--- src/rtl/iosc_pkg.sv ---
// Package for the I/O module sync and substitute-value control block.
// Assumes a single 50 MHz core clock and an AXI4-Lite register slave.
package iosc_pkg;
    localparam int CLK_PERIOD_NS = 20;
    localparam logic [7:0] OFS_CAPS = 8'h00;
    localparam logic [7:0] OFS_CTRL = 8'h04;
    localparam logic [7:0] OFS_STATUS = 8'h08;
    localparam logic [7:0] OFS_SUBST_CODE = 8'h0C;
    localparam logic [7:0] OFS_SUBST_DATA = 8'h10;
    localparam logic [7:0] OFS_SYNC_POINT = 8'h14;
    localparam logic [7:0] OFS_MIN_REPEAT = 8'h18;
    localparam logic [7:0] OFS_PROC_LEN = 8'h1C;
    localparam logic [7:0] OFS_RUNUP = 8'h20;
    localparam logic [7:0] OFS_IRQ_STATUS = 8'h24;
    localparam logic [7:0] OFS_IRQ_MASK = 8'h28;
    localparam logic [7:0] OFS_OUT_DATA = 8'h2C;
    localparam logic [7:0] OFS_IN_DATA = 8'h30;
    localparam int CAP_IN_SYNC_BIT = 0;
    localparam int CAP_OUT_SYNC_BIT = 1;
    localparam int CTRL_SYNC_EN_BIT = 0;
    localparam logic [31:0] CTRL_RESET = 32'h0000_0000;
    localparam logic [15:0] SUBST_ZERO = 16'h0000;
    localparam logic [15:0] SUBST_FINAL = 16'h0001;
    localparam logic [15:0] SUBST_HOLD = 16'h0002;
    localparam logic [15:0] SUBST_VALUE = 16'h0003;
    localparam logic [15:0] SUBST_CODE_RESET = 16'h0000;
    localparam int IRQ_VALID_BIT = 0;
    localparam int IRQ_LOST_BIT = 1;
    localparam int IRQ_SYNC_BIT = 2;
    localparam int IRQ_W = 3;
    localparam logic [1:0] RESP_OKAY = 2'b00;
    localparam logic [1:0] RESP_SLVERR = 2'b10;
    typedef enum logic [2:0] {
        IOSC_POWERON = 3'b001,
        IOSC_RUN = 3'b010,
        IOSC_SUBST = 3'b100
    } iosc_mode_t;
endpackage : iosc_pkg

--- src/rtl/iosc_ctrl.sv ---
// Sync and substitute-value control of a field I/O module.
// Assumes a station head on the local bus pins, from outside core_clk, and registers on AXI4-Lite.
// Contract
// - Capabilities show input and output sync support
// - Async mode samples/drives all data together
// - Report repeat, processing and run-up times
// - Without sync, transfer data immediately
// - Sync mode can be disabled by a control register bit
// - Power-on output until first valid data
// - Arm substitute after first valid exchange
// - Armed and data missing selects substitute
// - Decode 16-bit substitute code 0..3
// - Code 3 uses stored substitute data
`timescale 1ns/1ps
`default_nettype none
module iosc_ctrl #(
    parameter int DW = 32,
    parameter bit IN_SYNC_CAP = 1'b1,
    parameter bit OUT_SYNC_CAP = 1'b1,
    parameter logic [31:0] MIN_REPEAT_NS = 32'h0000_03E8,
    parameter logic [31:0] PROC_LEN_NS = 32'h0000_00C8,
    parameter logic [31:0] RUNUP_NS = 32'h0000_0064
) (
    input wire logic core_clk,
    input wire logic arst_n,
    input wire logic [7:0] s_axi_awaddr,
    input wire logic s_axi_awvalid,
    output logic s_axi_awready,
    input wire logic [31:0] s_axi_wdata,
    input wire logic [3:0] s_axi_wstrb,
    input wire logic s_axi_wvalid,
    output logic s_axi_wready,
    output logic [1:0] s_axi_bresp,
    output logic s_axi_bvalid,
    input wire logic s_axi_bready,
    input wire logic [7:0] s_axi_araddr,
    input wire logic s_axi_arvalid,
    output logic s_axi_arready,
    output logic [31:0] s_axi_rdata,
    output logic [1:0] s_axi_rresp,
    output logic s_axi_rvalid,
    input wire logic s_axi_rready,
    input wire logic pd_valid,
    input wire logic [DW-1:0] pd_out_data,
    input wire logic sync_tick,
    input wire logic [DW-1:0] field_in,
    output logic [DW-1:0] field_out,
    output logic irq
);
    if (DW < 1 || DW > 32) begin : g_dw_check
        $error("DW must be 1..32");
    end

    // Pin inputs through two flops; stage one feeds only stage two
    logic [DW+1:0] s1_r, s2_r;
    always_ff @(posedge core_clk or negedge arst_n) begin
        if (!arst_n) begin
            s1_r <= '0;
            s2_r <= '0;
        end else begin
            s1_r <= {pd_valid, sync_tick, pd_out_data};
            s2_r <= s1_r;
        end
    end
    logic [DW-1:0] pin_data;
    logic pin_valid, pin_tick;
    assign pin_data = s2_r[DW-1:0];
    assign pin_tick = s2_r[DW];
    assign pin_valid = s2_r[DW+1];

    // Field input synchronised likewise
    logic [DW-1:0] fi1_r, fi2_r;
    always_ff @(posedge core_clk or negedge arst_n) begin
        if (!arst_n) begin
            fi1_r <= '0;
            fi2_r <= '0;
        end else begin
            fi1_r <= field_in;
            fi2_r <= fi1_r;
        end
    end

    // Registers
    logic [31:0] ctrl_r, ctrl_nxt;
    logic [15:0] code_r, code_nxt;
    logic [DW-1:0] subst_r, subst_nxt;
    logic [31:0] spoint_r, spoint_nxt;
    localparam int IRQ_W_L = iosc_pkg::IRQ_W;
    logic [IRQ_W_L-1:0] ist_r, ist_nxt, imask_r, imask_nxt;
    logic sync_en;
    assign sync_en = ctrl_r[iosc_pkg::CTRL_SYNC_EN_BIT];

    // Sync point counter: counts core_clk cycles after each tick
    logic [31:0] tcnt_r, tcnt_nxt;
    logic point_hit;
    assign point_hit = (tcnt_r == spoint_r);
    always_comb begin
        tcnt_nxt = tcnt_r;
        if (pin_tick) tcnt_nxt = '0;
        else if (tcnt_r != 32'hFFFF_FFFF) tcnt_nxt = tcnt_r + 32'h0000_0001;
    end

    // Data transfer: every bit at one instant or at once when sync is off
    logic xfer;
    assign xfer = sync_en ? point_hit : 1'b1;
    logic [DW-1:0] live_r, live_nxt, in_r, in_nxt;
    logic armed_r, armed_nxt;
    iosc_pkg::iosc_mode_t mode_r, mode_nxt;
    always_comb begin
        live_nxt = live_r;
        in_nxt = in_r;
        armed_nxt = armed_r;
        mode_nxt = mode_r;
        if (xfer) begin
            in_nxt = fi2_r;
            if (pin_valid) begin
                live_nxt = pin_data;
                armed_nxt = 1'b1;
                mode_nxt = iosc_pkg::IOSC_RUN;
            end else if (armed_r) begin
                mode_nxt = iosc_pkg::IOSC_SUBST;
            end
        end
        case (mode_r)
            iosc_pkg::IOSC_POWERON, iosc_pkg::IOSC_RUN, iosc_pkg::IOSC_SUBST: ;
            default: mode_nxt = iosc_pkg::IOSC_POWERON;
        endcase
    end
    always_ff @(posedge core_clk or negedge arst_n) begin
        if (!arst_n) begin
            tcnt_r <= '0;
            live_r <= '0;
            in_r <= '0;
            armed_r <= 1'b0;
            mode_r <= iosc_pkg::IOSC_POWERON;
        end else begin
            tcnt_r <= tcnt_nxt;
            live_r <= live_nxt;
            in_r <= in_nxt;
            armed_r <= armed_nxt;
            mode_r <= mode_nxt;
        end
    end

    logic [DW-1:0] sel_out;
    iosc_out_sel #(.DW(DW)) u_sel (
        .mode(mode_r),
        .subst_code(code_r),
        .live_data(live_r),
        .held_data(live_r),
        .subst_data(subst_r),
        .out_value(sel_out)
    );
    always_ff @(posedge core_clk or negedge arst_n) begin
        if (!arst_n) field_out <= '0;
        else field_out <= sel_out;
    end

    // Interrupt events
    logic ev_valid, ev_lost, ev_sync;
    assign ev_valid = xfer && pin_valid && !armed_r;
    assign ev_lost = xfer && !pin_valid && (mode_r == iosc_pkg::IOSC_RUN);
    assign ev_sync = sync_en && point_hit && pin_tick == 1'b0 && tcnt_r == spoint_r;
    assign irq = |(ist_r & imask_r);

    // AXI4-Lite write path: address and data accepted in either order
    logic aw_h_r, aw_h_nxt, w_h_r, w_h_nxt, bv_r, bv_nxt;
    logic [7:0] awa_r, awa_nxt;
    logic [31:0] wd_r, wd_nxt;
    logic [3:0] ws_r, ws_nxt;
    logic [1:0] bresp_r, bresp_nxt;
    assign s_axi_awready = !aw_h_r && !bv_r;
    assign s_axi_wready = !w_h_r && !bv_r;
    assign s_axi_bvalid = bv_r;
    assign s_axi_bresp = bresp_r;

    function automatic logic mapped(input logic [7:0] a);
        mapped = (a[1:0] == 2'b00) && (a <= iosc_pkg::OFS_IN_DATA);
    endfunction : mapped

    function automatic logic [31:0] merge(input logic [31:0] old, input logic [31:0] d,
                                          input logic [3:0] s);
        for (int i = 0; i < 4; i++) merge[i*8 +: 8] = s[i] ? d[i*8 +: 8] : old[i*8 +: 8];
    endfunction : merge

    logic do_wr;
    assign do_wr = aw_h_r && w_h_r && !bv_r;
    always_comb begin
        aw_h_nxt = aw_h_r;
        w_h_nxt = w_h_r;
        awa_nxt = awa_r;
        wd_nxt = wd_r;
        ws_nxt = ws_r;
        bv_nxt = bv_r;
        bresp_nxt = bresp_r;
        ctrl_nxt = ctrl_r;
        code_nxt = code_r;
        subst_nxt = subst_r;
        spoint_nxt = spoint_r;
        imask_nxt = imask_r;
        ist_nxt = ist_r;
        if (s_axi_awvalid && s_axi_awready) begin
            aw_h_nxt = 1'b1;
            awa_nxt = s_axi_awaddr;
        end
        if (s_axi_wvalid && s_axi_wready) begin
            w_h_nxt = 1'b1;
            wd_nxt = s_axi_wdata;
            ws_nxt = s_axi_wstrb;
        end
        if (do_wr) begin
            aw_h_nxt = 1'b0;
            w_h_nxt = 1'b0;
            bv_nxt = 1'b1;
            bresp_nxt = mapped(awa_r) ? iosc_pkg::RESP_OKAY : iosc_pkg::RESP_SLVERR;
            case (awa_r)
                iosc_pkg::OFS_CTRL: ctrl_nxt = merge(ctrl_r, wd_r, ws_r) & 32'h0000_0001;
                iosc_pkg::OFS_SUBST_CODE: code_nxt = 16'(merge({16'h0000, code_r}, wd_r, ws_r));
                iosc_pkg::OFS_SUBST_DATA: subst_nxt = DW'(merge(32'(subst_r), wd_r, ws_r));
                iosc_pkg::OFS_SYNC_POINT: spoint_nxt = merge(spoint_r, wd_r, ws_r);
                iosc_pkg::OFS_IRQ_MASK:
                    imask_nxt = IRQ_W_L'(merge(32'(imask_r), wd_r, ws_r));
                iosc_pkg::OFS_IRQ_STATUS: ist_nxt = ist_r & ~wd_r[IRQ_W_L-1:0];
                default: ;
            endcase
        end else if (bv_r && s_axi_bready) begin
            bv_nxt = 1'b0;
        end
        // Set wins over a clear in the same cycle
        if (ev_valid) ist_nxt[iosc_pkg::IRQ_VALID_BIT] = 1'b1;
        if (ev_lost) ist_nxt[iosc_pkg::IRQ_LOST_BIT] = 1'b1;
        if (ev_sync) ist_nxt[iosc_pkg::IRQ_SYNC_BIT] = 1'b1;
    end

    // Read path
    logic rv_r, rv_nxt;
    logic [31:0] rd_r, rd_nxt;
    logic [1:0] rresp_r, rresp_nxt;
    assign s_axi_arready = !rv_r;
    assign s_axi_rvalid = rv_r;
    assign s_axi_rdata = rd_r;
    assign s_axi_rresp = rresp_r;
    always_comb begin
        rv_nxt = rv_r;
        rd_nxt = rd_r;
        rresp_nxt = rresp_r;
        if (s_axi_arvalid && s_axi_arready) begin
            rv_nxt = 1'b1;
            rresp_nxt = mapped(s_axi_araddr) ? iosc_pkg::RESP_OKAY : iosc_pkg::RESP_SLVERR;
            case (s_axi_araddr)
                iosc_pkg::OFS_CAPS: begin
                    rd_nxt = '0;
                    rd_nxt[iosc_pkg::CAP_IN_SYNC_BIT] = IN_SYNC_CAP;
                    rd_nxt[iosc_pkg::CAP_OUT_SYNC_BIT] = OUT_SYNC_CAP;
                end
                iosc_pkg::OFS_CTRL: rd_nxt = ctrl_r;
                iosc_pkg::OFS_STATUS: rd_nxt = {27'h0, mode_r, armed_r, sync_en};
                iosc_pkg::OFS_SUBST_CODE: rd_nxt = {16'h0000, code_r};
                iosc_pkg::OFS_SUBST_DATA: rd_nxt = 32'(subst_r);
                iosc_pkg::OFS_SYNC_POINT: rd_nxt = spoint_r;
                iosc_pkg::OFS_MIN_REPEAT: rd_nxt = MIN_REPEAT_NS;
                iosc_pkg::OFS_PROC_LEN: rd_nxt = PROC_LEN_NS;
                iosc_pkg::OFS_RUNUP: rd_nxt = RUNUP_NS;
                iosc_pkg::OFS_IRQ_STATUS: rd_nxt = 32'(ist_r);
                iosc_pkg::OFS_IRQ_MASK: rd_nxt = 32'(imask_r);
                iosc_pkg::OFS_OUT_DATA: rd_nxt = 32'(field_out);
                iosc_pkg::OFS_IN_DATA: rd_nxt = 32'(in_r);
                default: rd_nxt = '0;
            endcase
        end else if (rv_r && s_axi_rready) begin
            rv_nxt = 1'b0;
        end
    end

    always_ff @(posedge core_clk or negedge arst_n) begin
        if (!arst_n) begin
            aw_h_r <= 1'b0;
            w_h_r <= 1'b0;
            awa_r <= '0;
            wd_r <= '0;
            ws_r <= '0;
            bv_r <= 1'b0;
            bresp_r <= iosc_pkg::RESP_OKAY;
            ctrl_r <= iosc_pkg::CTRL_RESET;
            code_r <= iosc_pkg::SUBST_CODE_RESET;
            subst_r <= '0;
            spoint_r <= '0;
            imask_r <= '0;
            ist_r <= '0;
            rv_r <= 1'b0;
            rd_r <= '0;
            rresp_r <= iosc_pkg::RESP_OKAY;
        end else begin
            aw_h_r <= aw_h_nxt;
            w_h_r <= w_h_nxt;
            awa_r <= awa_nxt;
            wd_r <= wd_nxt;
            ws_r <= ws_nxt;
            bv_r <= bv_nxt;
            bresp_r <= bresp_nxt;
            ctrl_r <= ctrl_nxt;
            code_r <= code_nxt;
            subst_r <= subst_nxt;
            spoint_r <= spoint_nxt;
            imask_r <= imask_nxt;
            ist_r <= ist_nxt;
            rv_r <= rv_nxt;
            rd_r <= rd_nxt;
            rresp_r <= rresp_nxt;
        end
    end

    // Checks
    chk_poweron_hold: assert property (@(posedge core_clk) disable iff (!arst_n)
        !armed_r |-> mode_r == iosc_pkg::IOSC_POWERON) else $error("output left power-on early");
    chk_arm_on_valid: assert property (@(posedge core_clk) disable iff (!arst_n)
        xfer && pin_valid |=> armed_r) else $error("not armed after valid data");
    chk_arm_sticky: assert property (@(posedge core_clk) disable iff (!arst_n)
        armed_r |=> armed_r) else $error("arm flag dropped");
    chk_subst_entry: assert property (@(posedge core_clk) disable iff (!arst_n)
        xfer && !pin_valid && armed_r |=> mode_r == iosc_pkg::IOSC_SUBST)
        else $error("no substitute on missing data");
    chk_zero_code: assert property (@(posedge core_clk) disable iff (!arst_n)
        mode_r == iosc_pkg::IOSC_SUBST && code_r == iosc_pkg::SUBST_ZERO |=> field_out == '0)
        else $error("zero code wrong");
    chk_final_code: assert property (@(posedge core_clk) disable iff (!arst_n)
        mode_r == iosc_pkg::IOSC_SUBST && code_r == iosc_pkg::SUBST_FINAL |=> field_out == '1)
        else $error("final code wrong");
    chk_subst_value: assert property (@(posedge core_clk) disable iff (!arst_n)
        mode_r == iosc_pkg::IOSC_SUBST && code_r == iosc_pkg::SUBST_VALUE
        |=> field_out == $past(subst_r)) else $error("substitute data not driven");
    chk_async_now: assert property (@(posedge core_clk) disable iff (!arst_n)
        !sync_en && pin_valid |=> live_r == $past(pin_data)) else $error("async late");
    chk_sync_point: assert property (@(posedge core_clk) disable iff (!arst_n)
        sync_en && !point_hit |=> $stable(live_r) && $stable(in_r))
        else $error("transfer off sync point");
endmodule : iosc_ctrl
`default_nettype wire

--- src/rtl/iosc_out_sel.sv ---
// Output value selector: power-on, live, and substitute value modes.
// Assumes the caller supplies the current mode and held value on core_clk.
`timescale 1ns/1ps
`default_nettype none
module iosc_out_sel #(
    parameter int DW = 32
) (
    input wire logic [2:0] mode,
    input wire logic [15:0] subst_code,
    input wire logic [DW-1:0] live_data,
    input wire logic [DW-1:0] held_data,
    input wire logic [DW-1:0] subst_data,
    output logic [DW-1:0] out_value
);
    always_comb begin
        out_value = '0;
        case (mode)
            iosc_pkg::IOSC_POWERON: out_value = '0;
            iosc_pkg::IOSC_RUN: out_value = live_data;
            iosc_pkg::IOSC_SUBST: begin
                case (subst_code)
                    iosc_pkg::SUBST_ZERO: out_value = '0;
                    iosc_pkg::SUBST_FINAL: out_value = '1;
                    iosc_pkg::SUBST_HOLD: out_value = held_data;
                    iosc_pkg::SUBST_VALUE: out_value = subst_data;
                    default: out_value = '0;
                endcase
            end
            default: out_value = '0;
        endcase
    end
endmodule : iosc_out_sel
`default_nettype wire

--- config.mk ---
export PLATFORM = sky130hd
export DESIGN_NAME = iosc_ctrl
export DESIGN_NICKNAME = d
export VERILOG_FILES = /design/src/rtl/iosc_pkg.sv /design/src/rtl/iosc_ctrl.sv /design/src/rtl/iosc_out_sel.sv
export SDC_FILE = /design/constraint.sdc
export NUM_CORES = 1
export LEC_CHECK = 0
export CORE_UTILIZATION = 35
export CTS_CLUSTER_DIAMETER = 120
export DETAILED_ROUTE_END_ITERATION = 12
export DONT_BUFFER_PORTS = 1
export GPL_TIMING_DRIVEN = 0
export PLACE_DENSITY_LB_ADDON = 0.1
export SETUP_SLACK_MARGIN = 0.4
export SLEW_MARGIN = 5
export SYNTH_ARGS = -nofsm -noshare
export SYNTH_HDL_FRONTEND = slang
export SYNTH_SLANG_ARGS = --single-unit
--- constraint.sdc ---
create_clock -name core_clk -period 2.3 [get_ports core_clk]
set_input_delay 0 -clock core_clk [delete_from_list [all_inputs] [get_ports core_clk]]
set_output_delay 0 -clock core_clk [all_outputs]
set_load 0.05 [all_outputs]
# Yosys cells after proc, flatten, opt, wreduce, memory -nomap -nowiden
# Cells that the tools add are included.
totals:
  ff_bits: 435
  inputBits: 125
  word_cells: 152
classes:
  addsub: 1
  n_lt_le_gt_ge: 2
  n_eq_ne: 28
  n_mux: 25
  n_bitwise: 4
  reduce_logical: 57
op_table:
  columns: ["operator", "n"]
  rows:
  - ["32-bit case mux with 13 select lines", 1]
  - ["32-bit case mux with 3 select lines", 1]
  - ["32-bit two-way mux", 2]
  - ["32-bit case mux with 2 select lines", 1]
  - ["8-bit by 6-bit equality test with 1-bit output, second input constant", 7]
  - ["8-bit by 5-bit equality test with 1-bit output, second input constant", 6]
  - ["3-bit AND reduction", 12]
  - ["32-bit by 1-bit adder with 32-bit output, second input constant", 1]
  - ["16-bit by 2-bit equality test with 1-bit output, second input constant", 2]
  - ["32-bit equality test", 1]
  - ["32-bit inequality test, second input constant", 1]
  - ["8-bit by 4-bit equality test with 1-bit output, second input constant", 3]
  - ["2-bit nonzero test", 11]
  - ["1-bit logical AND", 18]
  - ["3-bit two-way mux", 6]
  - ["16-bit by 1-bit equality test with 1-bit output, second input constant", 1]
  - ["8-bit by 3-bit equality test with 1-bit output, second input constant", 2]
  - ["8-bit by 6-bit <= comparator with 1-bit output, second input constant", 2]
  - ["1-bit two-way mux", 12]
  - ["2-bit AND reduction", 5]
  - ["8-bit logical NOT", 1]
  - ["3-bit bitwise AND", 2]
  - ["1-bit logical NOT", 6]
  - ["3-bit OR reduction", 2]
  - ["9 further kinds", 11]

# Depth between registers and ports, before layout
# Gate-level depths: netlist of run 1.
depth:
  depth_word: 6
  ltp_mapped: 8
  depth_no_buf: 7

# Hierarchy
# From an unflattened synthesis of run 1, not the netlist that was laid out.
hier_totals:
  cells_unflattened: 1269
  hier_area_um2: 17147.7
modules_own_cells:
  columns: ["module", "n_inst", "cells_per_inst", "area_per_inst_um2", "seq_area_each_um2"]
  rows:
  - ["iosc_ctrl", 1, 1109, 15979.1, 10836.6]
  - ["iosc_out_sel", 1, 160, 1168.6, 0.0]

# Worst setup path after synthesis of run 1
# Ideal clock, no wire load.
synth_timing:
  path_kind: "register -> register"
  from: "register bv_r (netlist: s_axi_bvalid)"
  to: "register wd_r[10]"
  setup_ns: 0.125
  arrival_time_ns: 2.581
  required_time_ns: 2.175
  slack_ns: -0.406
  path_stages_with_launch: 6
  path_buffers: 2
  path_cell_list: "dfrtp_1 > nor2_1 > and2_1 > clkbuf_1 > clkbuf_1 > mux2_2"
synth_between:
  elab_chain_len: 3
synth_lines:
  columns: ["element", "line", "rtl"]
  rows:
  - ["from (decl)", "iosc_ctrl.sv:167", "logic aw_h_r, aw_h_nxt, w_h_r, w_h_nxt, bv_r, bv_nxt;"]
  - ["from (signal assigned)", "iosc_ctrl.sv:299", "bv_r <= bv_nxt;"]
  - ["1-bit logical NOT", "iosc_ctrl.sv:173", "assign s_axi_wready = !w_h_r && !bv_r;"]
  - ["1-bit logical AND", "iosc_ctrl.sv:173", null]
  - ["via s_axi_wready", "iosc_ctrl.sv:32", "output logic s_axi_wready,"]
  - ["1-bit logical AND", "iosc_ctrl.sv:206", "if (s_axi_wvalid && s_axi_wready) begin"]
  - ["to (signal assigned)", "iosc_ctrl.sv:297", "wd_r <= wd_nxt;"]
  - ["to (decl)", "iosc_ctrl.sv:169", "logic [31:0] wd_r, wd_nxt;"]
# The timed path passes the listed nets, and every way through them passes these cells.
# A chain may end at the register's enable or synchronous reset.

# Worst setup path after layout of run 1
layout_timing:
  from: "register spoint_r[19]"
  to: "register live_r[19]"
layout_between:
  elab_chain_len: 3
layout_lines:
  columns: ["element", "line", "rtl"]
  rows:
  - ["from (decl)", "iosc_ctrl.sv:87", "logic [31:0] spoint_r, spoint_nxt;"]
  - ["from (signal assigned)", "iosc_ctrl.sv:304", "spoint_r <= spoint_nxt;"]
  - ["32-bit equality test", "iosc_ctrl.sv:96", "assign point_hit = (tcnt_r == spoint_r);"]
  - ["1-bit two-way mux", "iosc_ctrl.sv:105", "assign xfer = sync_en ? point_hit : 1'b1;"]
  - ["2-bit AND reduction (no line)", null, null]
  - ["to (signal assigned)", "iosc_ctrl.sv:138", "live_r <= live_nxt;"]
  - ["to (decl)", "iosc_ctrl.sv:106", "logic [DW-1:0] live_r, live_nxt, in_r, in_nxt;"]
# Every way passes these cells.

==> results of run 1 <==
registers in the layout (all words and copies together), names as in the netlist, 3 cells and up:
register     cells
ws_r             4
in_r            32
live_r          32
fi2_r           32
code_r          16
field_out       32
ist_r            3
wd_r            32
s1_r            34
s2_r            34
spoint_r        32
s_axi_rdata     32
tcnt_r          32
subst_r         32
fi1_r           32
awa_r            8
imask_r          3
mode_r           3
placed cells by master, fill, tap and decap left out, drive strengths merged, types with 19 or more instances in the layout:
cell type	instances
nor2	75
nand2b	34
xor2	50
nand3	19
mux2	194
dfrtp	432
a22o	33
clkbuf	108
a31oi	28
dlygate4sd3	191
buf	96
a22oi	55
nand2	45
how the worst max path moves through the flow:
| stage | start | to | slack (ns) | cells past startpoint |
|---|---|---|---|---|
| after floorplan | tcnt_r[9]$_DFFE_PN0P_ | in_r[10]$_DFFE_PN0P_ | 0.26 | 7 |
| after global placement | s_axi_rvalid$_DFFE_PN0P_ | s_axi_rdata[6]$_DFFE_PN0P_ | -0.89 | 4 |
| after detailed placement | s_axi_rvalid$_DFFE_PN0P_ | s_axi_rdata[6]$_DFFE_PN0P_ | -0.92 | 4 |
| after CTS | tcnt_r[27]$_DFFE_PN0P_ | in_r[30]$_DFFE_PN0P_ | -0.08 | 8 |
| after global routing | tcnt_r[25]$_DFFE_PN0P_ | live_r[13]$_DFFE_PN0P_ | -0.14 | 8 |
| final | spoint_r[19]$_DFFE_PN0P_ | live_r[19]$_DFFE_PN0P_ | -0.06 | 8 |
what timing repair did:
action / in CTS / in global routing
endpoints found under the setup margin: 295 / 246
cloned: 8 / 1
resized for setup: 213 / 75
setup buffers: 46 / 16
endpoints found under the hold margin: 560 / 433
pin swaps: 53 / 36
power groups by stage:
| stage | registers (mW) | logic, mW | clock network (mW) |
|---|---|---|---|
| global route | 10.9 | 4.58 | 8.49 |
| finish | 10.7 | 4.31 | 8.00 |
| global placement | 10.8 | 2.57 | 0 |
| floorplan | 10.2 | 2.04 | 0 |
| CTS | 10.7 | 4.14 | 8.20 |
| detailed placement | 10.8 | 2.60 | 0 |
area by class of cell:
cell class | count | share of cell area (%)
diodes | 2 | 0.0216
flip-flops and latches | 433 | 46.9
well taps | 607 | 3.28
inverters | 11 | 0.189
clock inverters | 14 | 0.546
multi-input cells | 702 | 27.6
repair buffers | 262 | 12.2
plain buffers | 58 | 2.60
clock buffers | 75 | 6.68
per-layer routing:
layer | GRT usage [%] | share of wire (%) | up-vias
li1 | - | - | 4987
met1 | 29.5 | 43 | 5828
met2 | 35.0 | 47 | 358
met3 | 5.19 | 6.9 | 99
met4 | 7.20 | 3.0 | 0
met5 | 0 | 0 | -
logic make-up (layout without fill, tap and decap cells):
group,Yosys count,in the layout,share of synthesized area [%]
AND/OR/NAND/NOR,263,263,8.21
flip-flops,433,433,64.6
AO/OA/AOI/OAI,182,182,8.15
XOR/XNOR,59,59,3.08
multiplexers,195,195,13.7
other,1,4,0.0224
adder cells (fa/ha/maj),1,1,0.0746
buffers and inverters,69,420,2.13
==> metrics.json, run 1 <==
{
  "run_status": {"value": "finished, violations left"},
  "failed_checks": {"value": "DRC, hold timing, setup timing"},
  "worst_slack": {"value": -0.0597, "unit": "ns"},
  "post-synth-top-count-cell": {"value": "sky130_fd_sc_hd__dfrtp_1"},
  "worstSkewPairLatency": {"value": 0.59, "unit": "ns"},
  "multi_input_comb_area": {"value": 6390, "unit": "µm²"},
  "cp_slowest_stage_delay": {"value": 0.46, "unit": "ns"},
  "report.final.setup_viol": {"value": 47},
  "final.fill_count": {"value": 4081},
  "die_x": {"value": 221, "unit": "µm"},
  "timing.critical_path.from_type": {"value": "flip-flop"},
  "io_pins": {"value": 199},
  "slew-limit-headroom": {"value": 21.6, "unit": "%"},
  "power.density": {"value": 996, "unit": "nW/µm²"},
  "ys_top_cells_by_count": {"value": "432 x sky130_fd_sc_hd__dfrtp_1, 163 x sky130_fd_sc_hd__mux2_2, 75 x sky130_fd_sc_hd__nor2_1, 55 x sky130_fd_sc_hd__a22oi_1, 50 x sky130_fd_sc_hd__xor2_1"},
  "wl_per_cell": {"value": 24.7, "unit": "µm"},
  "ir_worst_vdd": {"value": 0.546, "unit": "mV"},
  "final_core_util": {"value": 49.3, "unit": "%"},
  "core_area": {"value": 47000, "unit": "µm²"},
  "finClkSkew": {"value": 0.0172, "unit": "ns"},
  "share_clk_of_total_power": {"value": 34.7, "unit": "%"},
  "p_seq_share": {"value": 46.6, "unit": "%"},
  "postSynthRegisterBits": {"value": 433},
  "timing.reg2reg.worst_path_depth": {"value": 8},
  "grt_first_pass_wirelength": {"value": 79000, "unit": "µm"},
  "layout-drive-gt1-share": {"value": 31.3, "unit": "%"},
  "tritoncts": {"value": "built"},
  "worstReg2RegEnd": {"value": "live_r[19]$_DFFE_PN0P_"},
  "area_of_the_die": {"value": 48800, "unit": "µm²"},
  "cp_data_arrival_time": {"value": 2.83, "unit": "ns"},
  "worst_r2r_startpoint": {"value": "spoint_r[19]$_DFFE_PN0P_"},
  "final.min_clock_period": {"value": 2.36, "unit": "ns"},
  "report.final.slew_viol_count": {"value": 0},
  "grt_antenna_before_repair": {"value": 2},
  "hold_viol_final": {"value": 433},
  "initial_utilization": {"value": 35.7, "unit": "%"},
  "power.switching_fraction": {"value": 30.3, "unit": "%"},
  "die_y": {"value": 221, "unit": "µm"},
  "tightest_slew": {"value": 1.18, "unit": "ns"},
  "cts.sinks": {"value": 433},
  "clk_buf_depth": {"value": 3},
  "asyncSetResetFlopFracSynth": {"value": 100, "unit": "%"},
  "first_global_vias": {"value": 11700},
  "cts_root_buffer": {"value": "sky130_fd_sc_hd__clkbuf_16"},
  "area_of_the_mapped_netlist": {"value": 16800, "unit": "µm²"},
  "switching_power": {"value": 6.99, "unit": "mW"},
  "detail_route.iter0.violations": {"value": 938},
  "maxCapViolCount": {"value": 0},
  "per_instance_average_area_after_synthesis": {"value": 13.9, "unit": "µm²"},
  "max_freq": {"value": 0.424, "unit": "GHz"},
  "globalplace.congestion": {"value": 0.865},
  "setup.worst_path.class": {"value": "flip-flop to flip-flop"},
  "share_of_yosys_cell_area_claimed_by_the_top_area_cell_type": {"value": 64.5, "unit": "%"},
  "synth_edf_count": {"value": 0},
  "total_leakage_power": {"value": 10.5, "unit": "nW"},
  "synth.lib_cells_used.distinct": {"value": 63},
  "route.vias.total": {"value": 11300},
  "total_routed_length": {"value": 53400, "unit": "µm"},
  "cts_hold_buffers": {"value": 191},
  "detailedPlace.worstSlack": {"value": -0.925, "unit": "ns"},
  "synth_warnings": {"value": 0},
  "cts_max_level": {"value": 2},
  "drtPass1Iterations": {"value": 9},
  "area_growth": {"value": 38.0, "unit": "%"},
  "r2r_setup_slack": {"value": -0.06, "unit": "ns"},
  "post-route-drc-count": {"value": 8},
  "gr_ovfl_total": {"value": 0},
  "crit_chain": {"value": "xor2_1 > nor4_1 > nand2_1 > o31ai_4 > buf_6 > nand2_8 > clkbuf_16 > mux2_4"},
  "fin_tns_setup": {"value": -1.87, "unit": "ns"},
  "floorplan.rows": {"value": 79},
  "layout_net_count": {"value": 1643},
  "timing.critical_path.required": {"value": 2.77, "unit": "ns"},
  "post-route-cell-area": {"value": 23100, "unit": "µm²"},
  "cp.buffers_inverters": {"value": 2},
  "post-place-cells": {"value": 1811},
  "track_usage": {"value": 22.0, "unit": "%"},
  "route.antenna.remaining_nets": {"value": 0},
  "netlist_instances": {"value": 1203},
  "path_clk_slew": {"value": 0.06, "unit": "ns"},
  "min_period_over_period": {"value": 103, "unit": "%"},
  "cell_internal_pwr": {"value": 16.1, "unit": "mW"},
  "cp-end-kind": {"value": "flip-flop"},
  "dominant_delay_contributor_by_cell_family_on_the_critical_path": {"value": "simple AND/OR/NAND/NOR gates"},
  "ys_seq_area_share": {"value": 64.6, "unit": "%"},
  "area.sequential": {"value": 10900, "unit": "µm²"},
  "worst_path_max_delay_cell": {"value": "sky130_fd_sc_hd__dfrtp_1"},
  "grt_max_degree": {"value": 434},
  "netlist_top_cells_area": {"value": "sky130_fd_sc_hd__dfrtp_1 64%, sky130_fd_sc_hd__mux2_2 11%, sky130_fd_sc_hd__xor2_1 2.6%"},
  "numPortBuffers": {"value": 0},
  "worst_hold_slack": {"value": -0.862, "unit": "ns"},
  "post-dp-hpwl": {"value": 33400, "unit": "µm"},
  "post_dp_cell_area": {"value": 17600, "unit": "µm²"},
  "share_of_power_burned_in_combinational_logic": {"value": 18.7, "unit": "%"},
  "numCtsBuffers": {"value": 49},
  "critical_path_peak_fanout": {"value": 6},
  "setup_repair_after_global_routing_missed_its_margin": {"value": "yes"},
  "hold_path.class": {"value": "primary input to async pin"},
  "final_cells": {"value": 2164},
  "final_total_power": {"value": 23.1, "unit": "mW"},
  "synth_top_cell_by_area": {"value": "sky130_fd_sc_hd__dfrtp_1"},
  "avgViaCountPerCell": {"value": 5.21},
  "synth-main-ff-cell": {"value": "sky130_fd_sc_hd__dfrtp_1"}
}
No activity file was read; power rests on OpenSTA's default activity.
==> run 2, diff against run 1 <==
Clock period 2.3 ns to 1.91 ns, I/O delays scaled along.
==> metrics.json, run 2 (synthesized netlist as in run 1, its figures left out) <==
{
  "grt_max_degree": {"value": 434},
  "dominant_delay_contributor_by_cell_family_on_the_critical_path": {"value": "simple AND/OR/NAND/NOR gates"},
  "numPortBuffers": {"value": 0},
  "worst_path_max_delay_cell": {"value": "sky130_fd_sc_hd__dfrtp_1"},
  "antenna_cells": {"value": 0},
  "grt_antenna_before_repair": {"value": 0},
  "setup_repair_after_global_routing_missed_its_margin": {"value": "yes"},
  "cts_max_level": {"value": 2},
  "post-route-cell-area": {"value": 23800, "unit": "µm²"},
  "cpMostUsedCell": {"value": "sky130_fd_sc_hd__buf_12"},
  "cp_data_arrival_time": {"value": 2.84, "unit": "ns"},
  "crit_chain": {"value": "xor2_1 > nor4_2 > nand2_1 > o31ai_4 > buf_4 > buf_12 > buf_12 > mux2_2"},
  "timing.critical_path.from_type": {"value": "flip-flop"},
  "ir_worst_vdd": {"value": 0.755, "unit": "mV"},
  "worst_slack": {"value": -0.463, "unit": "ns"},
  "globalplace.congestion": {"value": 0.860},
  "core_area": {"value": 47000, "unit": "µm²"},
  "hold_viol_final": {"value": 433},
  "tritoncts": {"value": "built"},
  "total_routed_length": {"value": 52500, "unit": "µm"},
  "wl_per_cell": {"value": 24.0, "unit": "µm"},
  "gr_ovfl_total": {"value": 0},
  "die_y": {"value": 221, "unit": "µm"},
  "area_growth": {"value": 41.7, "unit": "%"},
  "finClkSkew": {"value": 0.0138, "unit": "ns"},
  "multi_input_comb_area": {"value": 6590, "unit": "µm²"},
  "cts.sinks": {"value": 433},
  "report.final.setup_viol": {"value": 138},
  "cts_root_buffer": {"value": "sky130_fd_sc_hd__clkbuf_16"},
  "post-route-drc-count": {"value": 3},
  "slew-limit-headroom": {"value": 18.2, "unit": "%"},
  "cp.buffers_inverters": {"value": 3},
  "io_pins": {"value": 199},
  "final_total_power": {"value": 28.7, "unit": "mW"},
  "route.antenna.remaining_nets": {"value": 0},
  "detailedPlace.worstSlack": {"value": -0.943, "unit": "ns"},
  "cp_slowest_stage_delay": {"value": 0.41, "unit": "ns"},
  "layout_common_cells": {"value": "405 x sky130_fd_sc_hd__dfrtp_1, 189 x sky130_fd_sc_hd__dlygate4sd3_1, 123 x sky130_fd_sc_hd__mux2_4"},
  "floorplan.rows": {"value": 79},
  "avgViaCountPerCell": {"value": 5.09},
  "total_leakage_power": {"value": 10.6, "unit": "nW"},
  "numCtsBuffers": {"value": 49},
  "report.final.slew_viol_count": {"value": 0},
  "layout_net_count": {"value": 1666},
  "layout-drive-gt1-share": {"value": 34.9, "unit": "%"},
  "regs_by_ff_count": {"value": "s1_r (34), s2_r (34)"},
  "hold_path.class": {"value": "primary input to async pin"},
  "final.min_clock_period": {"value": 2.37, "unit": "ns"},
  "critical_path_peak_fanout": {"value": 10},
  "tightest_slew": {"value": 1.23, "unit": "ns"},
  "route.vias.total": {"value": 11100},
  "worstSkewPairLatency": {"value": 0.59, "unit": "ns"},
  "path_clk_slew": {"value": 0.06, "unit": "ns"},
  "timing.reg2reg.worst_path_depth": {"value": 8},
  "first_global_vias": {"value": 11700},
  "worst_r2r_startpoint": {"value": "spoint_r[12]$_DFFE_PN0P_"},
  "die_x": {"value": 221, "unit": "µm"},
  "power.density": {"value": 1210, "unit": "nW/µm²"},
  "detail_route.iter0.violations": {"value": 820},
  "final.fill_count": {"value": 4013},
  "track_usage": {"value": 21.5, "unit": "%"},
  "post_dp_cell_area": {"value": 18300, "unit": "µm²"},
  "setup.worst_path.class": {"value": "flip-flop to flip-flop"},
  "drtPass1Iterations": {"value": 9},
  "initial_utilization": {"value": 35.7, "unit": "%"},
  "area.sequential": {"value": 10900, "unit": "µm²"},
  "final_core_util": {"value": 50.6, "unit": "%"},
  "grt_first_pass_wirelength": {"value": 77700, "unit": "µm"},
  "failed_checks": {"value": "DRC, hold timing, setup timing"},
  "maxCapViolCount": {"value": 0},
  "mostFrequentLayoutCell": {"value": "sky130_fd_sc_hd__dfrtp_1"},
  "min_period_over_period": {"value": 124, "unit": "%"},
  "post-dp-hpwl": {"value": 33200, "unit": "µm"},
  "clk_buf_depth": {"value": 3},
  "run_status": {"value": "finished, violations left"},
  "max_freq": {"value": 0.421, "unit": "GHz"},
  "cp-end-kind": {"value": "flip-flop"},
  "timing.critical_path.required": {"value": 2.37, "unit": "ns"},
  "critical_path.startpoint": {"value": "spoint_r[12]$_DFFE_PN0P_"},
  "area_of_the_die": {"value": 48800, "unit": "µm²"},
  "worst_hold_slack": {"value": -0.866, "unit": "ns"},
  "cp.depth": {"value": 8}
}
run 2: cell count changes in the layout (fill, tap and decap cells not counted), sizes merged, moves of 4 or more:
cell	change
buf	+23
clkbuf	-8
bufinv	+4
clkinvlp	+8
run 2: area by class of cell:
cell class	count	area share, %
Clock inverter	25	1.27
Timing Repair Buffer	285	12.6
Buffer	58	2.95
Sequential cell	433	45.8
Multi-Input combinational cell	702	27.7
Clock buffer	67	6.21
Tap cell	607	3.20
Inverter	11	0.200
run 2: per-layer routing:
layer | vias up | GRT usage [%] | wire (µm) | share of wire [%]
met2 | 291 | 33.9 | 24600 | 47
li1 | 5025 | - | - | -
met4 | 0 | 7.65 | 1570 | 3.0
met5 | - | 0 | 0 | 0
met1 | 5734 | 29.6 | 23700 | 45
met3 | 76 | 3.93 | 2730 | 5.2
run 2: path summary, 6_finish.rpt:
path	endpoint	slack [ns]
max	in_r[18]$_DFFE_PN0P_	-0.46
min	s2_r[5]$_DFF_PN0_	-0.87
max reg2reg	in_r[18]$_DFFE_PN0P_	-0.46
min reg2reg	fi2_r[15]$_DFF_PN0_	0.34
max in group asynchronous	tcnt_r[30]$_DFFE_PN0P_	1.72
min in group core_clk	wd_r[0]$_DFFE_PN0P_	0.01
run 2: stage by stage:
stage	std cells	setup TNS, ns
finish	2188	-35.71
global route	2188	-47.01
global placement	1811	-82.07
detailed placement	1811	-83.85
CTS	2150	-39.26
floorplan	1204	-5.49
run 2: what timing repair did:
item	CTS	global route
gates cloned	7	4
endpoints found under the hold margin	566	438
hold buffers	190	1
setup endpoints to repair	302	301
buffers inserted	50	33
pin swaps	38	46
gates resized for setup	109	101
run 2: worst reg2reg max path, stage by stage (launching register included):
cell	delay, ns
sky130_fd_sc_hd__dfrtp_1	0.41
sky130_fd_sc_hd__xor2_1	0.19
sky130_fd_sc_hd__nor4_2	0.33
sky130_fd_sc_hd__nand2_1	0.19
sky130_fd_sc_hd__o31ai_4	0.29
sky130_fd_sc_hd__buf_4	0.18
sky130_fd_sc_hd__buf_12	0.17
sky130_fd_sc_hd__buf_12	0.15
sky130_fd_sc_hd__mux2_2	0.34
run 2: report_power, final:
part           internal (mW)  switching [mW]  total, mW
Combinational           3.29            2.19       5.48
Clock                   6.23            3.94       10.2
Sequential              10.5            2.50       13.0
==> run 3, diff against run 2 <==
==> constraint.sdc (replaced) <==
create_clock -name core_clk -period 1.91 [get_ports core_clk]
set_input_delay 0.0955 -clock core_clk [delete_from_list [all_inputs] [get_ports core_clk]]
set_output_delay 0.0955 -clock core_clk [all_outputs]
set_load 0.05 [all_outputs]
==> metrics.json, run 3 (synthesized netlist as in run 1, its figures left out) <==
{
  "p_seq_share": {"value": 46.2, "unit": "%"},
  "final_cells": {"value": 2125},
  "timing.critical_path.required": {"value": 2.38, "unit": "ns"},
  "post-dp-hpwl": {"value": 33600, "unit": "µm"},
  "route.vias.total": {"value": 11000},
  "die_y": {"value": 221, "unit": "µm"},
  "power.switching_fraction": {"value": 30.6, "unit": "%"},
  "hold_path.class": {"value": "primary input to async pin"},
  "slew-limit-headroom": {"value": -9.21, "unit": "%"},
  "min_period_over_period": {"value": 124, "unit": "%"},
  "die_x": {"value": 221, "unit": "µm"},
  "cp_data_arrival_time": {"value": 2.83, "unit": "ns"},
  "cp-end-kind": {"value": "flip-flop"},
  "route.antenna.remaining_nets": {"value": 0},
  "maxCapViolCount": {"value": 0},
  "grt_antenna_before_repair": {"value": 1},
  "grt_max_degree": {"value": 434},
  "cts_hold_buffers": {"value": 122},
  "layout_net_count": {"value": 1602},
  "post-route-drc-count": {"value": 4},
  "total_routed_length": {"value": 52800, "unit": "µm"},
  "report.final.setup_viol": {"value": 152},
  "regs_by_ff_count": {"value": "s1_r (34), s2_r (34)"},
  "power.density": {"value": 1210, "unit": "nW/µm²"},
  "path_clk_slew": {"value": 0.06, "unit": "ns"},
  "floorplan.rows": {"value": 79},
  "run_status": {"value": "finished, violations left"},
  "avgViaCountPerCell": {"value": 5.16},
  "track_usage": {"value": 21.5, "unit": "%"},
  "cts_root_buffer": {"value": "sky130_fd_sc_hd__clkbuf_16"},
  "gr_ovfl_total": {"value": 0},
  "setup_repair_after_global_routing_missed_its_margin": {"value": "yes"},
  "layout_common_cells": {"value": "410 x sky130_fd_sc_hd__dfrtp_1, 144 x sky130_fd_sc_hd__mux2_4, 120 x sky130_fd_sc_hd__dlygate4sd3_1"},
  "final.fill_count": {"value": 4062},
  "initial_utilization": {"value": 35.7, "unit": "%"},
  "hold_viol_final": {"value": 433},
  "core_area": {"value": 47000, "unit": "µm²"},
  "failed_checks": {"value": "DRC, hold timing, slew limit, setup timing"},
  "cts_max_level": {"value": 2},
  "area_of_the_die": {"value": 48800, "unit": "µm²"},
  "switching_power": {"value": 8.68, "unit": "mW"},
  "share_clk_of_total_power": {"value": 34.0, "unit": "%"},
  "final_core_util": {"value": 49.7, "unit": "%"},
  "post-route-cell-area": {"value": 23400, "unit": "µm²"},
  "first_global_vias": {"value": 11400},
  "ir_worst_vdd": {"value": 0.690, "unit": "mV"},
  "area_growth": {"value": 39.2, "unit": "%"},
  "report.final.slew_viol_count": {"value": 109},
  "timing.critical_path.from_type": {"value": "flip-flop"},
  "clk_buf_depth": {"value": 3},
  "final.min_clock_period": {"value": 2.36, "unit": "ns"},
  "share_of_power_burned_in_combinational_logic": {"value": 19.8, "unit": "%"},
  "globalplace.congestion": {"value": 0.848},
  "numPortBuffers": {"value": 0},
  "tritoncts": {"value": "built"},
  "drtPass1Iterations": {"value": 11},
  "worst_slack": {"value": -0.454, "unit": "ns"},
  "post_dp_cell_area": {"value": 18500, "unit": "µm²"},
  "worst_hold_slack": {"value": -0.805, "unit": "ns"},
  "numCtsBuffers": {"value": 48},
  "critical_path_peak_fanout": {"value": 6},
  "tightest_slew": {"value": 1.64, "unit": "ns"},
  "cts.sinks": {"value": 433},
  "setup.worst_path.class": {"value": "flip-flop to flip-flop"},
  "total_leakage_power": {"value": 10.5, "unit": "nW"},
  "finClkSkew": {"value": 0.0141, "unit": "ns"},
  "detail_route.iter0.violations": {"value": 855},
  "layout-drive-gt1-share": {"value": 37.0, "unit": "%"},
  "cell_internal_pwr": {"value": 19.6, "unit": "mW"},
  "mostFrequentLayoutCell": {"value": "sky130_fd_sc_hd__dfrtp_1"},
  "grt_first_pass_wirelength": {"value": 77400, "unit": "µm"},
  "wl_per_cell": {"value": 24.8, "unit": "µm"},
  "max_freq": {"value": 0.423, "unit": "GHz"},
  "post-place-cells": {"value": 1811},
  "worstSkewPairLatency": {"value": 0.59, "unit": "ns"},
  "io_pins": {"value": 199}
}
## run 3: cell types whose count changed in the layout (fill, tap and decap cells not counted), sizes merged
cell / delta
buf: +3
bufinv: -1
clkbuf: +4
clkinv: +4
clkinvlp: -7
diode: +2
dlygate4sd3: -69
inv: +1
## run 3: power by group through the flow
stage	Clock, mW	Sequential (mW)	Combinational (mW)
after floorplan	0	12.4	3.22
after global placement	0	13.1	3.82
after detailed placement	0	13.1	3.88
after CTS	9.87	13.0	5.13
after global routing	10.2	13.3	5.96
final	9.63	13.1	5.62
## run 3: path summary, 6_finish.rpt
check / from / endpoint / slack, ns / cells past startpoint
max: tcnt_r[27]$_DFFE_PN0P_ / in_r[22]$_DFFE_PN0P_ / -0.45 / 8
min: arst_n / awa_r[7]$_DFFE_PN0P_ / -0.81 / 0
max reg2reg: tcnt_r[27]$_DFFE_PN0P_ / in_r[22]$_DFFE_PN0P_ / -0.45 / 8
min reg2reg: fi1_r[0]$_DFF_PN0_ / fi2_r[0]$_DFF_PN0_ / 0.34 / 0
max in group asynchronous: arst_n / tcnt_r[29]$_DFFE_PN0P_ / 1.28 / 0
min in group core_clk: s_axi_araddr[5] / s_axi_rresp[1]$_DFFE_PN0P_ / 0.03 / 3
## run 3: area by class of cell
type / instances / area (µm²) / share of cell area (%)
diodes: 2 / 5.00 / 0.0214
plain buffers: 58 / 723 / 3.10
clock buffers: 68 / 1380 / 5.89
clock inverters: 22 / 272 / 1.16
inverters: 11 / 47.5 / 0.204
multi-input cells: 702 / 6820 / 29.2
flip-flops and latches: 433 / 10900 / 46.5
well taps: 607 / 759 / 3.25
repair buffers: 222 / 2480 / 10.6
## run 3: worst max-delay path, stage by stage (launching register included)
cell	delay (ns)
sky130_fd_sc_hd__dfrtp_2	0.46
sky130_fd_sc_hd__xor2_1	0.18
sky130_fd_sc_hd__nor4_2	0.32
sky130_fd_sc_hd__nand4_1	0.23
sky130_fd_sc_hd__o31ai_4	0.25
sky130_fd_sc_hd__buf_6	0.16
sky130_fd_sc_hd__buf_12	0.16
sky130_fd_sc_hd__clkbuf_16	0.17
sky130_fd_sc_hd__mux2_4	0.29
## run 3: per-layer routing
metal  part of all wire (%)  routed length [µm]  GRT usage (%)
met1                     45               23500           30.1
met2                     47               24800           33.0
met3                    6.0                3170           4.95
met4                    2.3                1230           6.59
met5                      0                   0              0
## run 3: per-stage QoR
stage               setup TNS (ns)  worst slack, ns  power, mW
floorplan                    -5.49           -0.132       15.6
CTS                         -42.15           -0.543       28.0
global placement            -79.46           -0.809       17.0
global route                -48.86           -0.554       29.4
detailed placement          -81.44           -0.848       17.0
finish                      -37.21           -0.454       28.3
## run 3: repair_timing
item / CTS / global route
hold endpoints to repair: 556 / 433
buffers inserted: 54 / 32
setup endpoints to repair: 302 / 302
gates cloned: 7 / 7
gates resized for setup: 135 / 102
pin swaps: 35 / 40
